===== src/rtl/dsv_pkg.sv =====
// Purpose: shared constants and carriers for the destination register set view
// Assumes: 32-bit apb data, one aligned word per register
// Notes: offsets below are byte addresses
`default_nettype none
package dsv_pkg;
	// register byte offsets
	localparam logic [11:0] OFS_SRC_REF = 12'h000;
	localparam logic [11:0] OFS_DST_REF = 12'h004;
	localparam logic [11:0] OFS_OPTIONS = 12'h008;
	localparam logic [11:0] OFS_SRC_ADDR = 12'h00C;
	localparam logic [11:0] OFS_COUNTS = 12'h010;
	localparam logic [11:0] OFS_CUR_ADDR = 12'h014;
	localparam logic [11:0] OFS_RELOAD = 12'h018;
	localparam logic [11:0] OFS_INDEX = 12'h01C;
	localparam logic [11:0] OFS_IRQ_STATUS = 12'h020;
	localparam logic [11:0] OFS_IRQ_MASK = 12'h024;
	// option field positions
	localparam int OPT_CHAIN_BIT = 22;
	localparam int OPT_IRQ_BIT = 20;
	localparam int OPT_CODE_LSB = 12;
	localparam int OPT_FIFO_WIDTH_SELECT_LSB = 8;
	localparam int OPT_PRI_LSB = 4;
	localparam int OPT_DAM_BIT = 1;
	localparam int OPT_SAM_BIT = 0;
	// writable option bits; everything else reads zero
	localparam logic [31:0] OPT_WRITE_MASK = 32'h0053F773;
	localparam logic [31:0] RESET_WORD = 32'h00000000;
	localparam logic [2:0] FIFO_WIDTH_SELECT_MAX_CODE = 3'h4;
	// status bits of the interrupt register
	localparam int EV_DONE = 0;
	localparam int EV_ARRAY = 1;
	localparam int EV_BADWID = 2;
	localparam int EV_WIDTH = 3;

	// transfer request as submitted by the channel controller
	typedef struct packed {
		logic [31:0] options;
		logic [31:0] dest_addr;
		logic [15:0] array_count;
		logic [15:0] array_byte_count;
		logic [15:0] dest_array_index;
	} dsv_request_t;

	// completion notice to the channel controller
	typedef struct packed {
		logic chain;
		logic irq;
		logic [5:0] code;
	} dsv_done_t;

	// progress states
	typedef enum logic [1:0] {
		DSV_IDLE = 2'b00,
		DSV_BUSY = 2'b01,
		DSV_NEXT = 2'b11,
		DSV_DONE = 2'b10
	} dsv_state_t;
endpackage : dsv_pkg
`default_nettype wire


===== src/rtl/dsv_regset.sv =====
// Purpose: destination-side register set of a dma transfer controller
// Assumes: requests arrive only while idle; write beats reported by the datapath
// Notes: registers are read over apb; options are also writable while idle
// What this block does
// - source address and reference always read zero
// - hold reference address of current array
// - option bit 22 enables completion chaining
// - option bit 20 enables completion interrupt
// - six-bit completion code in bits 17:12
// - fifo width codes 0-4, 5-7 reserved
// - three-bit priority, zero highest
// - bit 1 destination increment or constant
// - bit 0 source increment or constant
// - upper count holds arrays left
// - lower count holds bytes left
// - current address points at next write, last write once an array ends
// - reload byte count after each array except the last
// - destination index spaces successive arrays
//
// The address map and register access over APB were chosen for this implementation.
`default_nettype none
module dsv_regset #(
	parameter int BEAT_MAX = 16
) (
	// clock and reset
	input wire logic core_clk,
	input wire logic reset,
	// apb slave
	input wire logic psel,
	input wire logic penable,
	input wire logic pwrite,
	input wire logic [11:0] paddr,
	input wire logic [31:0] pwdata,
	output logic [31:0] prdata,
	output logic pready,
	output logic pslverr,
	// request submission
	input wire logic req_valid,
	input wire dsv_pkg::dsv_request_t req,
	output logic req_ready,
	// write beats from the datapath
	input wire logic beat_valid,
	input wire logic [4:0] beat_bytes,
	// state toward the datapath
	output logic busy,
	output logic [31:0] write_addr,
	output logic [2:0] transfer_priority,
	output logic [7:0] fifo_width_bits,
	// completion toward the channel controller
	output var dsv_pkg::dsv_done_t done_info,
	output logic done_pulse,
	// interrupt
	output logic irq
);
	// refuse a BEAT_MAX outside 1 to 16 bytes, the widest fifo width
	if (BEAT_MAX < 1 || BEAT_MAX > 16) begin : gen_beat_max_check
		$error("BEAT_MAX out of range");
	end

	dsv_pkg::dsv_state_t state;
	logic [31:0] options;
	logic [31:0] dest_ref;
	logic [31:0] cur_addr;
	logic [15:0] array_count;
	logic [15:0] array_byte_count;
	logic [15:0] array_byte_count_reload;
	logic [15:0] dest_array_index;
	logic [3:0] irq_status;
	logic [3:0] irq_mask;
	logic [3:0] events;
	logic [4:0] fifo_bytes;
	logic [31:0] wrap_off;
	logic [31:0] next_cur_addr;
	logic array_end;
	logic wid_bad;
	logic apb_wr;
	logic apb_rd;
	logic [31:0] rd_word;

	assign apb_wr = psel && penable && pwrite;
	assign apb_rd = psel && penable && !pwrite;
	assign pready = 1'b1;
	assign req_ready = (state == dsv_pkg::DSV_IDLE);
	assign busy = (state != dsv_pkg::DSV_IDLE);
	assign write_addr = cur_addr;
	assign transfer_priority = options[dsv_pkg::OPT_PRI_LSB +: 3];

	// fifo width decode; reserved codes fall back to eight bits
	always_comb begin
		wid_bad = 1'b0;
		case (options[dsv_pkg::OPT_FIFO_WIDTH_SELECT_LSB +: 3])
			3'h0: fifo_bytes = 5'h01;
			3'h1: fifo_bytes = 5'h02;
			3'h2: fifo_bytes = 5'h04;
			3'h3: fifo_bytes = 5'h08;
			3'h4: fifo_bytes = 5'h10;
			default: begin
				fifo_bytes = 5'h01;
				wid_bad = 1'b1;
			end
		endcase
	end
	assign fifo_width_bits = {fifo_bytes, 3'h0};

	// beat finishing the current array
	assign array_end = beat_valid && (state == dsv_pkg::DSV_BUSY) &&
		({11'h000, beat_bytes} >= array_byte_count);

	// constant mode wraps inside the fifo window, offset kept from reference
	assign wrap_off = (cur_addr - dest_ref + {27'h0, beat_bytes}) & {27'h0, fifo_bytes - 5'h01};
	always_comb begin
		if (options[dsv_pkg::OPT_DAM_BIT]) begin
			next_cur_addr = dest_ref + wrap_off;
		end else begin
			next_cur_addr = cur_addr + {27'h0, beat_bytes};
		end
	end

	// progress state machine
	always_ff @(posedge core_clk or posedge reset) begin
		if (reset) begin
			state <= dsv_pkg::DSV_IDLE;
		end else begin
			case (state)
				dsv_pkg::DSV_IDLE: if (req_valid) state <= dsv_pkg::DSV_BUSY;
				dsv_pkg::DSV_BUSY: if (array_end) state <= dsv_pkg::DSV_NEXT;
				dsv_pkg::DSV_NEXT: begin
					if (array_count <= 16'h0001) state <= dsv_pkg::DSV_DONE;
					else state <= dsv_pkg::DSV_BUSY;
				end
				dsv_pkg::DSV_DONE: state <= dsv_pkg::DSV_IDLE;
				default: state <= dsv_pkg::DSV_IDLE;
			endcase
		end
	end

	// options: loaded by a request, writable by software only while idle
	always_ff @(posedge core_clk or posedge reset) begin
		if (reset) begin
			options <= dsv_pkg::RESET_WORD;
		end else if (state == dsv_pkg::DSV_IDLE && req_valid) begin
			options <= req.options & dsv_pkg::OPT_WRITE_MASK;
		end else if (state == dsv_pkg::DSV_IDLE && apb_wr && paddr == dsv_pkg::OFS_OPTIONS) begin
			options <= pwdata & dsv_pkg::OPT_WRITE_MASK;
		end
	end

	// counts and reload value
	always_ff @(posedge core_clk or posedge reset) begin
		if (reset) begin
			array_count <= 16'h0000;
			array_byte_count <= 16'h0000;
			array_byte_count_reload <= 16'h0000;
			dest_array_index <= 16'h0000;
		end else if (state == dsv_pkg::DSV_IDLE && req_valid) begin
			array_count <= req.array_count;
			array_byte_count <= req.array_byte_count;
			array_byte_count_reload <= req.array_byte_count;
			dest_array_index <= req.dest_array_index;
		end else if (state == dsv_pkg::DSV_NEXT) begin
			array_count <= array_count - 16'h0001;
			if (array_count > 16'h0001) array_byte_count <= array_byte_count_reload;
		end else if (array_end) begin
			array_byte_count <= 16'h0000;
		end else if (beat_valid && state == dsv_pkg::DSV_BUSY) begin
			array_byte_count <= array_byte_count - {11'h000, beat_bytes};
		end
	end

	// addresses; the last beat's address stays until the next array starts
	always_ff @(posedge core_clk or posedge reset) begin
		if (reset) begin
			dest_ref <= 32'h00000000;
			cur_addr <= 32'h00000000;
		end else if (state == dsv_pkg::DSV_IDLE && req_valid) begin
			dest_ref <= req.dest_addr;
			cur_addr <= req.dest_addr;
		end else if (state == dsv_pkg::DSV_NEXT && array_count > 16'h0001) begin
			dest_ref <= dest_ref + {16'h0000, dest_array_index};
			cur_addr <= dest_ref + {16'h0000, dest_array_index};
		end else if (beat_valid && state == dsv_pkg::DSV_BUSY && !array_end) begin
			cur_addr <= next_cur_addr;
		end
	end

	// completion notice, one cycle in the done state
	always_ff @(posedge core_clk or posedge reset) begin
		if (reset) begin
			done_info <= '0;
			done_pulse <= 1'b0;
		end else begin
			done_pulse <= (state == dsv_pkg::DSV_NEXT) && (array_count <= 16'h0001);
			if ((state == dsv_pkg::DSV_NEXT) && (array_count <= 16'h0001)) begin
				done_info.chain <= options[dsv_pkg::OPT_CHAIN_BIT];
				done_info.irq <= options[dsv_pkg::OPT_IRQ_BIT];
				done_info.code <= options[dsv_pkg::OPT_CODE_LSB +: 6];
			end else begin
				done_info <= '0;
			end
		end
	end

	// sticky events; a new event beats the clear-on-read
	assign events[dsv_pkg::EV_DONE] = (state == dsv_pkg::DSV_DONE);
	assign events[dsv_pkg::EV_ARRAY] = (state == dsv_pkg::DSV_NEXT);
	assign events[dsv_pkg::EV_BADWID] = wid_bad && busy &&
		(options[dsv_pkg::OPT_DAM_BIT] || options[dsv_pkg::OPT_SAM_BIT]);
	assign events[dsv_pkg::EV_WIDTH] = 1'b0;
	always_ff @(posedge core_clk or posedge reset) begin
		if (reset) begin
			irq_status <= 4'h0;
		end else if (apb_rd && paddr == dsv_pkg::OFS_IRQ_STATUS) begin
			irq_status <= events;
		end else begin
			irq_status <= irq_status | events;
		end
	end

	// interrupt mask
	always_ff @(posedge core_clk or posedge reset) begin
		if (reset) begin
			irq_mask <= 4'h0;
		end else if (apb_wr && paddr == dsv_pkg::OFS_IRQ_MASK) begin
			irq_mask <= pwdata[3:0];
		end
	end
	assign irq = |(irq_status & irq_mask);

	// read mux; unmapped addresses answer with an error
	always_comb begin
		pslverr = 1'b0;
		case (paddr)
			dsv_pkg::OFS_SRC_REF: rd_word = 32'h00000000;
			dsv_pkg::OFS_SRC_ADDR: rd_word = 32'h00000000;
			dsv_pkg::OFS_DST_REF: rd_word = dest_ref;
			dsv_pkg::OFS_OPTIONS: rd_word = options & dsv_pkg::OPT_WRITE_MASK;
			dsv_pkg::OFS_COUNTS: rd_word = {array_count, array_byte_count};
			dsv_pkg::OFS_CUR_ADDR: rd_word = cur_addr;
			dsv_pkg::OFS_RELOAD: rd_word = {16'h0000, array_byte_count_reload};
			dsv_pkg::OFS_INDEX: rd_word = {dest_array_index, 16'h0000};
			dsv_pkg::OFS_IRQ_STATUS: rd_word = {28'h0000000, irq_status};
			dsv_pkg::OFS_IRQ_MASK: rd_word = {28'h0000000, irq_mask};
			default: begin
				rd_word = 32'h00000000;
				pslverr = psel && penable;
			end
		endcase
	end
	assign prdata = apb_rd ? rd_word : 32'h00000000;

	// checks
	AST_SRC_ZERO: assert property (@(posedge core_clk) disable iff (reset)
		(apb_rd && (paddr == dsv_pkg::OFS_SRC_REF || paddr == dsv_pkg::OFS_SRC_ADDR)) |-> prdata == 32'h0)
		else $error("source field read nonzero");
	AST_REF_LOAD: assert property (@(posedge core_clk) disable iff (reset)
		(req_valid && req_ready) |=> dest_ref == $past(req.dest_addr))
		else $error("reference not loaded");
	AST_CHAIN: assert property (@(posedge core_clk) disable iff (reset)
		done_pulse |-> done_info.chain == options[22])
		else $error("chain flag wrong");
	AST_IRQEN: assert property (@(posedge core_clk) disable iff (reset)
		done_pulse |-> done_info.irq == options[20])
		else $error("irq enable wrong");
	AST_CODE: assert property (@(posedge core_clk) disable iff (reset)
		done_pulse |-> done_info.code == options[17:12])
		else $error("completion code wrong");
	AST_FIFO_WIDTH_SELECT: assert property (@(posedge core_clk) disable iff (reset)
		options[10:8] == 3'h4 |-> fifo_width_bits == 8'h80)
		else $error("width decode wrong");
	AST_RELOAD: assert property (@(posedge core_clk) disable iff (reset)
		(state == dsv_pkg::DSV_NEXT && array_count > 16'h0001) |=> array_byte_count == array_byte_count_reload)
		else $error("byte count not reloaded");
	AST_ADVANCE: assert property (@(posedge core_clk) disable iff (reset)
		(state == dsv_pkg::DSV_NEXT && array_count > 16'h0001) |=>
		(dest_ref == $past(dest_ref) + {16'h0, $past(dest_array_index)} && cur_addr == dest_ref
		&& array_count == $past(array_count) - 16'h0001))
		else $error("array advance wrong");
	AST_RSVD: assert property (@(posedge core_clk) disable iff (reset)
		(options & ~dsv_pkg::OPT_WRITE_MASK) == 32'h0)
		else $error("reserved option bit set");
	AST_DONE_SEQ: assert property (@(posedge core_clk) disable iff (reset)
		done_pulse |-> state == dsv_pkg::DSV_DONE ##1 state == dsv_pkg::DSV_IDLE)
		else $error("completion sequence wrong");

	// a taken request loads every field in one edge
	AST_CNT_LOAD: assert property (@(posedge core_clk) disable iff (reset)
		(req_valid && req_ready) |=> array_count == $past(req.array_count))
		else $error("array count not loaded");

	AST_BYTES_LOAD: assert property (@(posedge core_clk) disable iff (reset)
		(req_valid && req_ready) |=> array_byte_count == $past(req.array_byte_count))
		else $error("byte count not loaded");

	AST_RELOAD_LOAD: assert property (@(posedge core_clk) disable iff (reset)
		(req_valid && req_ready) |=> array_byte_count_reload == $past(req.array_byte_count))
		else $error("reload value not loaded");

	AST_INDEX_LOAD: assert property (@(posedge core_clk) disable iff (reset)
		(req_valid && req_ready) |=> dest_array_index == $past(req.dest_array_index))
		else $error("index not loaded");

	AST_CUR_LOAD: assert property (@(posedge core_clk) disable iff (reset)
		(req_valid && req_ready) |=> cur_addr == $past(req.dest_addr))
		else $error("current address not loaded");

	AST_OPT_LOAD: assert property (@(posedge core_clk) disable iff (reset)
		(req_valid && req_ready) |=> options == ($past(req.options) & dsv_pkg::OPT_WRITE_MASK))
		else $error("options not loaded");

	// refusal while a transfer runs, and no beat counted while idle
	AST_BUSY_START: assert property (@(posedge core_clk) disable iff (reset)
		(req_valid && req_ready) |=> (busy && !req_ready))
		else $error("request did not start work");

	AST_REFUSED: assert property (@(posedge core_clk) disable iff (reset)
		(state == dsv_pkg::DSV_BUSY && req_valid) |=> array_count == $past(array_count))
		else $error("request taken while busy");

	AST_OPT_FROZEN: assert property (@(posedge core_clk) disable iff (reset)
		(state != dsv_pkg::DSV_IDLE) |=> options == $past(options))
		else $error("options changed while busy");

	AST_IDLE_BEAT: assert property (@(posedge core_clk) disable iff (reset)
		(state == dsv_pkg::DSV_IDLE && !req_valid) |=> array_byte_count == $past(array_byte_count))
		else $error("idle beat counted");

	// beats within an array
	AST_BEAT_BYTES: assert property (@(posedge core_clk) disable iff (reset)
		(beat_valid && state == dsv_pkg::DSV_BUSY && !array_end) |=>
		array_byte_count == $past(array_byte_count) - {11'h000, $past(beat_bytes)})
		else $error("byte count not decremented");

	AST_BEAT_INCREMENT_ADDRESSING: assert property (@(posedge core_clk) disable iff (reset)
		(beat_valid && state == dsv_pkg::DSV_BUSY && !array_end && !options[1]) |=>
		cur_addr == $past(cur_addr) + {27'h0, $past(beat_bytes)})
		else $error("address not incremented");

	AST_BEAT_CONST: assert property (@(posedge core_clk) disable iff (reset)
		(busy && options[1]) |-> (cur_addr - dest_ref) < {27'h0, fifo_bytes})
		else $error("constant address left its window");

	AST_END_ZERO: assert property (@(posedge core_clk) disable iff (reset)
		array_end |=> (array_byte_count == 16'h0000 && state == dsv_pkg::DSV_NEXT))
		else $error("array end not taken");

	AST_LAST_HOLD: assert property (@(posedge core_clk) disable iff (reset)
		array_end |=> cur_addr == $past(cur_addr))
		else $error("last write address lost");

	AST_LAST_ARRAY: assert property (@(posedge core_clk) disable iff (reset)
		(state == dsv_pkg::DSV_NEXT && array_count <= 16'h0001) |=>
		(state == dsv_pkg::DSV_DONE && dest_ref == $past(dest_ref) && done_pulse))
		else $error("last array not completed");

	// width decode corners
	AST_FIFO_WIDTH_SELECT_RSVD: assert property (@(posedge core_clk) disable iff (reset)
		(options[10:8] > 3'h4) |-> (fifo_width_bits == 8'h08 && wid_bad))
		else $error("reserved width not flagged");

	AST_FIFO_WIDTH_SELECT_BYTE: assert property (@(posedge core_clk) disable iff (reset)
		(options[10:8] == 3'h0) |-> (fifo_width_bits == 8'h08 && !wid_bad))
		else $error("byte width decode wrong");

	AST_SRC_MODE_EVENT: assert property (@(posedge core_clk) disable iff (reset)
		(busy && wid_bad && options[0]) |=> irq_status[dsv_pkg::EV_BADWID])
		else $error("width event not raised");

	// completion notice and read data stay quiet outside their cycle
	AST_DONE_ONE: assert property (@(posedge core_clk) disable iff (reset)
		done_pulse |=> !done_pulse)
		else $error("completion pulse too long");

	AST_INFO_QUIET: assert property (@(posedge core_clk) disable iff (reset)
		!done_pulse |-> done_info == '0)
		else $error("completion info without pulse");

	AST_RD_QUIET: assert property (@(posedge core_clk) disable iff (reset)
		!apb_rd |-> prdata == 32'h00000000)
		else $error("read data outside a read");
endmodule : dsv_regset
`default_nettype wire


===== config.mk =====
export PLATFORM = sky130hd
export DESIGN_NAME = dsv_regset
export DESIGN_NICKNAME = d
export VERILOG_FILES = /design/src/rtl/dsv_pkg.sv /design/src/rtl/dsv_regset.sv
export SDC_FILE = /design/constraint.sdc
export NUM_CORES = 1
export LEC_CHECK = 0
export ABC_CLOCK_PERIOD_IN_PS = 15300
export BUFFER_PORTS_ARGS = -buffer_cell sky130_fd_sc_hd__buf_2
export CORE_MARGIN = 2
export CORE_UTILIZATION = 37
export CTS_CLUSTER_DIAMETER = 50
export DETAILED_ROUTE_END_ITERATION = 8
export SLEW_MARGIN = 10
export SYNTH_ARGS = -nofsm -noshare
export SYNTH_HDL_FRONTEND = slang
export SYNTH_SLANG_ARGS = --single-unit

===== constraint.sdc =====
create_clock -name core_clk -period 15.3 [get_ports core_clk]
set_clock_uncertainty 0.1 [all_clocks]
set_input_delay 3.06 -clock core_clk [delete_from_list [all_inputs] [get_ports core_clk]]
set_output_delay 3.06 -clock core_clk [all_outputs]
set_load 0.005 [all_outputs]

==> metrics.log <==
[metrics] run status: complete, no violations
[metrics] static leakage: 6.002 nW
[metrics] synthesized netlist cell count: 1,402
[metrics] die width: ~180 um
[metrics] uppermost signal routing layer after detailed routing: met4
[metrics] share of layout cells above drive strength 1: 0.1878
[metrics] internal power consumption: 1.231 mW
[metrics] insertion delay of the later-clocked pin in the worst-skew pair: 0.45 ns
[metrics] largest net degree at the start of global routing: between 90 and 100
[metrics] Post-Layout Inst Area: 13,480 um^2
[metrics] final worst hold slack: 0.4142 ns
[metrics] synthesis-to-layout area growth: 17.07%
[metrics] met1 wire length: ~19,000 um
[metrics] number of buffers on the longest clock path: 2
[metrics] sequential cell area fraction in the yosys report: 0.3519
[metrics] reg-to-reg slack, setup: 10.74 ns
[metrics] via count: 11,650
[metrics] Yosys reg bits: 162
[metrics] DRT Wirelength: 43,060 um
[metrics] I/O pin count: 257
[metrics] dominant cell type by area after synthesis: sky130_fd_sc_hd__dfrtp_1
[metrics] total length of routed met3 wires: 4107 um
[metrics] crit path DAT: roughly 5.4 ns
[metrics] minimum setup slack in the final design: 6.780 ns
[metrics] root buffer selected by CTS: sky130_fd_sc_hd__clkbuf_16
[metrics] Comb power frac: 0.403
[metrics] EDFF count, synth: 0
[metrics] final cycle utilization of the critical path: 0.5568
[metrics] CTS clk-pin slew, worst paths: 0.07 ns
[metrics] TritonCTS clock tree: yes
[metrics] instance area after placement: 12,850 um^2
[metrics] achievable clock frequency: 0.1174 GHz
[metrics] sw power: 0.9352 mW
[metrics] Post-synth top flop: sky130_fd_sc_hd__dfrtp_1
[metrics] average via count per standard cell: a little under 6
[metrics] cts bufs inserted: 17
[metrics] post-CTS repair timing setup buffer count: 0
[metrics] cell types occupying the most area after synthesis: sky130_fd_sc_hd__dfrtp_1 35%, sky130_fd_sc_hd__nand2_1 8.0%, sky130_fd_sc_hd__o21ai_0 4.2%
[metrics] total of max-cap violations: 0
[metrics] commonest cells after routing, fill and taps aside: 246 x sky130_fd_sc_hd__nand2_1, 222 x sky130_fd_sc_hd__buf_2, 161 x sky130_fd_sc_hd__dfrtp_1, 103 x sky130_fd_sc_hd__nor2_1, 96 x sky130_fd_sc_hd__o21ai_0
[metrics] # H-tree levels: 4
[metrics] Initial DRT Pass Iterations: 7
[metrics] starting density of the core: 0.3766
[metrics] Iteration-0 DRC Markers: 1,427
[metrics] vias in the first global route: 10,940
[metrics] warnings from Yosys: 0
[metrics] Cell Pwr Density: between 150 and 200 nW/um^2
[metrics] total routing resource utilization after global routing: 0.2627
[metrics] area of the die: 32,560 um^2
[metrics] setup-violating endpoint count in the final report: 0
[metrics] RePlAce Congestion: 0.9790
[metrics] cells resized by post-CTS repair: 0
[metrics] unrepaired setup endpoints after global routing: false
[metrics] antenna violations before repair: 0
[metrics] category of the critical setup timing path: in2out
[metrics] drt wl/cell: 21.82 um
[metrics] Max stage delay cell, worst path: sky130_fd_sc_hd__and3_1
[metrics] Avg Synthesized Cell Area: approximately 8.2 um^2
[metrics] Max-Slew Margin vs Limit: 0.1898
[metrics] post-synthesis instance area: 11,520 um^2
[metrics] path class of the lowest-slack min-delay path: reg2reg
[metrics] Die Height: around 180 um
[metrics] cells traversed along the worst timing path: buf_2 > nor4_1 > nand2_1 > nor3_1 > and3_1 > a22oi_1 > a21oi_1 > buf_2
[metrics] final hold viol count: 0
[metrics] gr ovfl total: 0
[metrics] global-route wire length before repair: 66,140 um
[metrics] estimated wirelength of the detail-placed design: 31,610 um
[metrics] Critical Path Source Type: input port
[metrics] count of hold-fix buffers inserted at cts: 0
[metrics] total core area: 30,590 um^2
[metrics] count of buffers from port buffering: 222
[metrics] distinct cell type count of the synthesized netlist: 81
[metrics] cell seen most often among critical-path stages: sky130_fd_sc_hd__buf_2
[metrics] total number of placement rows: 64
[metrics] setup tns final: 0 ns
[metrics] proportion of power drawn by the clock network: 0.219
[metrics] CP endpoint kind: primary output
[metrics] fraction of post-synthesis cell area in the top cell type by area: 0.3519
[metrics] critical path data required time: 12.14 ns
[metrics] proportion of synthesized flip-flops having asynchronous set or reset: 1.000
[metrics] sum of met2 wire segment lengths after detailed routing: around 18,000 um
[metrics] relative contribution of sequential cells to total power: 0.378
[metrics] number of slew-limit violations in the final report: 0
[metrics] most common library cell in the layout ignoring fill and taps: sky130_fd_sc_hd__nand2_1
[metrics] number of nets in the layout: 1,777
[metrics] number of routed nets with antenna violations: 0
[metrics] CP max FO: 17
[metrics] Clock Sinks: 162
[metrics] Switching Fraction: 0.4318
[metrics] longest individual stage delay on the worst path: 0.74 ns
[metrics] worst setup timing slack at the placement stage: 6.841 ns
[metrics] DRC viols: 0
[metrics] Peak supply drop: between 0.09 and 0.1 mV
[metrics] Worst-Margin Slew: 1.207 ns
[metrics] total chip power: 2.166 mW
[metrics] min cycle time layout: ~8.5 ns
==> registers in the layout (all words and copies together) (netlist names) <==
| signal | cells |
|---|---|
| dest_array_index | 16 |
| irq_status | 3 |
| options | 16 |
| dest_ref | 32 |
| irq_mask | 4 |
| write_addr | 32 |
| done_info | 8 |
| array_byte_count_reload | 16 |
| array_byte_count | 16 |
| array_count | 16 |
| state | 2 |
| done_pulse | 1 |
==> layout make-up <==
cell class | instances | area (um^2)
diodes | 1 | 2.502
clock buffers | 23 | 478.0
clock inverters | 9 | 152.6
fillers | 3133 | 17110
inverters | 44 | 170.2
multi-input cells | 1102 | 6914
flip-flops and latches | 162 | 4055
well taps | 396 | 495.5
repair buffers | 236 | 1216
==> routing by layer <==
metal  vias to the layer above  GRT usage
met1                      5534     0.3819
li1                       5427          -
met3                        79    0.05457
met5                         -          0
met2                       609     0.3832
met4                         0    0.09645
==> final timing paths <==
path                                       startpoint                    endpoint  cells past startpoint
max reg2reg                             write_addr[1]              write_addr[30]                     14
min                        array_byte_count_reload[7]  array_byte_count_reload[7]                      2
max                                          paddr[9]                  prdata[15]                      8
max in group asynchronous                       reset               write_addr[5]                      3
min reg2reg                array_byte_count_reload[7]  array_byte_count_reload[7]                      2
min in group asynchronous                       reset                  options[5]                      2
==> cell usage after synthesis (27+ instances only) <==
| cell type | count |
|---|---|
| sky130_fd_sc_hd__a21oi_1 | 90 |
| sky130_fd_sc_hd__a222oi_1 | 46 |
| sky130_fd_sc_hd__a22oi_1 | 34 |
| sky130_fd_sc_hd__a31oi_1 | 27 |
| sky130_fd_sc_hd__clkbuf_1 | 64 |
| sky130_fd_sc_hd__dfrtp_1 | 162 |
| sky130_fd_sc_hd__ha_1 | 38 |
| sky130_fd_sc_hd__inv_1 | 44 |
| sky130_fd_sc_hd__nand2_1 | 247 |
| sky130_fd_sc_hd__nand3_1 | 32 |
| sky130_fd_sc_hd__nor2_1 | 104 |
| sky130_fd_sc_hd__nor3_1 | 31 |
| sky130_fd_sc_hd__o21ai_0 | 97 |
| sky130_fd_sc_hd__xnor2_1 | 50 |
| sky130_fd_sc_hd__xor2_1 | 30 |
==> metrics by stage <==
stage               std cells  utilization
global route             1972       0.4407
global placement         1940       0.4201
CTS                      1972       0.4407
detailed placement       1940       0.4201
finish                   1973       0.4408
floorplan                1405            -
==> cells by family after synthesis <==
group	share of synthesized area
other	0.0006520
XOR/XNOR	0.06083
adder cells (fa/ha/maj)	0.05518
AND/OR/NAND/NOR	0.2086
buffers and inverters	0.05116
flip-flops	0.3519
AO/OA/AOI/OAI	0.2440
multiplexers	0.02770
==> power by group through the flow <==
stage | logic, mW | clock network, mW | registers [mW]
after floorplan | 0.667 | 0 | 0.686
after global placement | 0.842 | 0 | 0.811
after detailed placement | 0.856 | 0 | 0.814
after CTS | 0.865 | 0.482 | 0.807
after global routing | 0.981 | 0.498 | 0.836
final | 0.872 | 0.474 | 0.820
==> critical path, delay by kind of cell <==
kind	cells	cell delay, ns
compound gates	2	0.63
buf+inv	2	0.25
simple gates	4	1.39
Power figures use the tool's default switching activity.
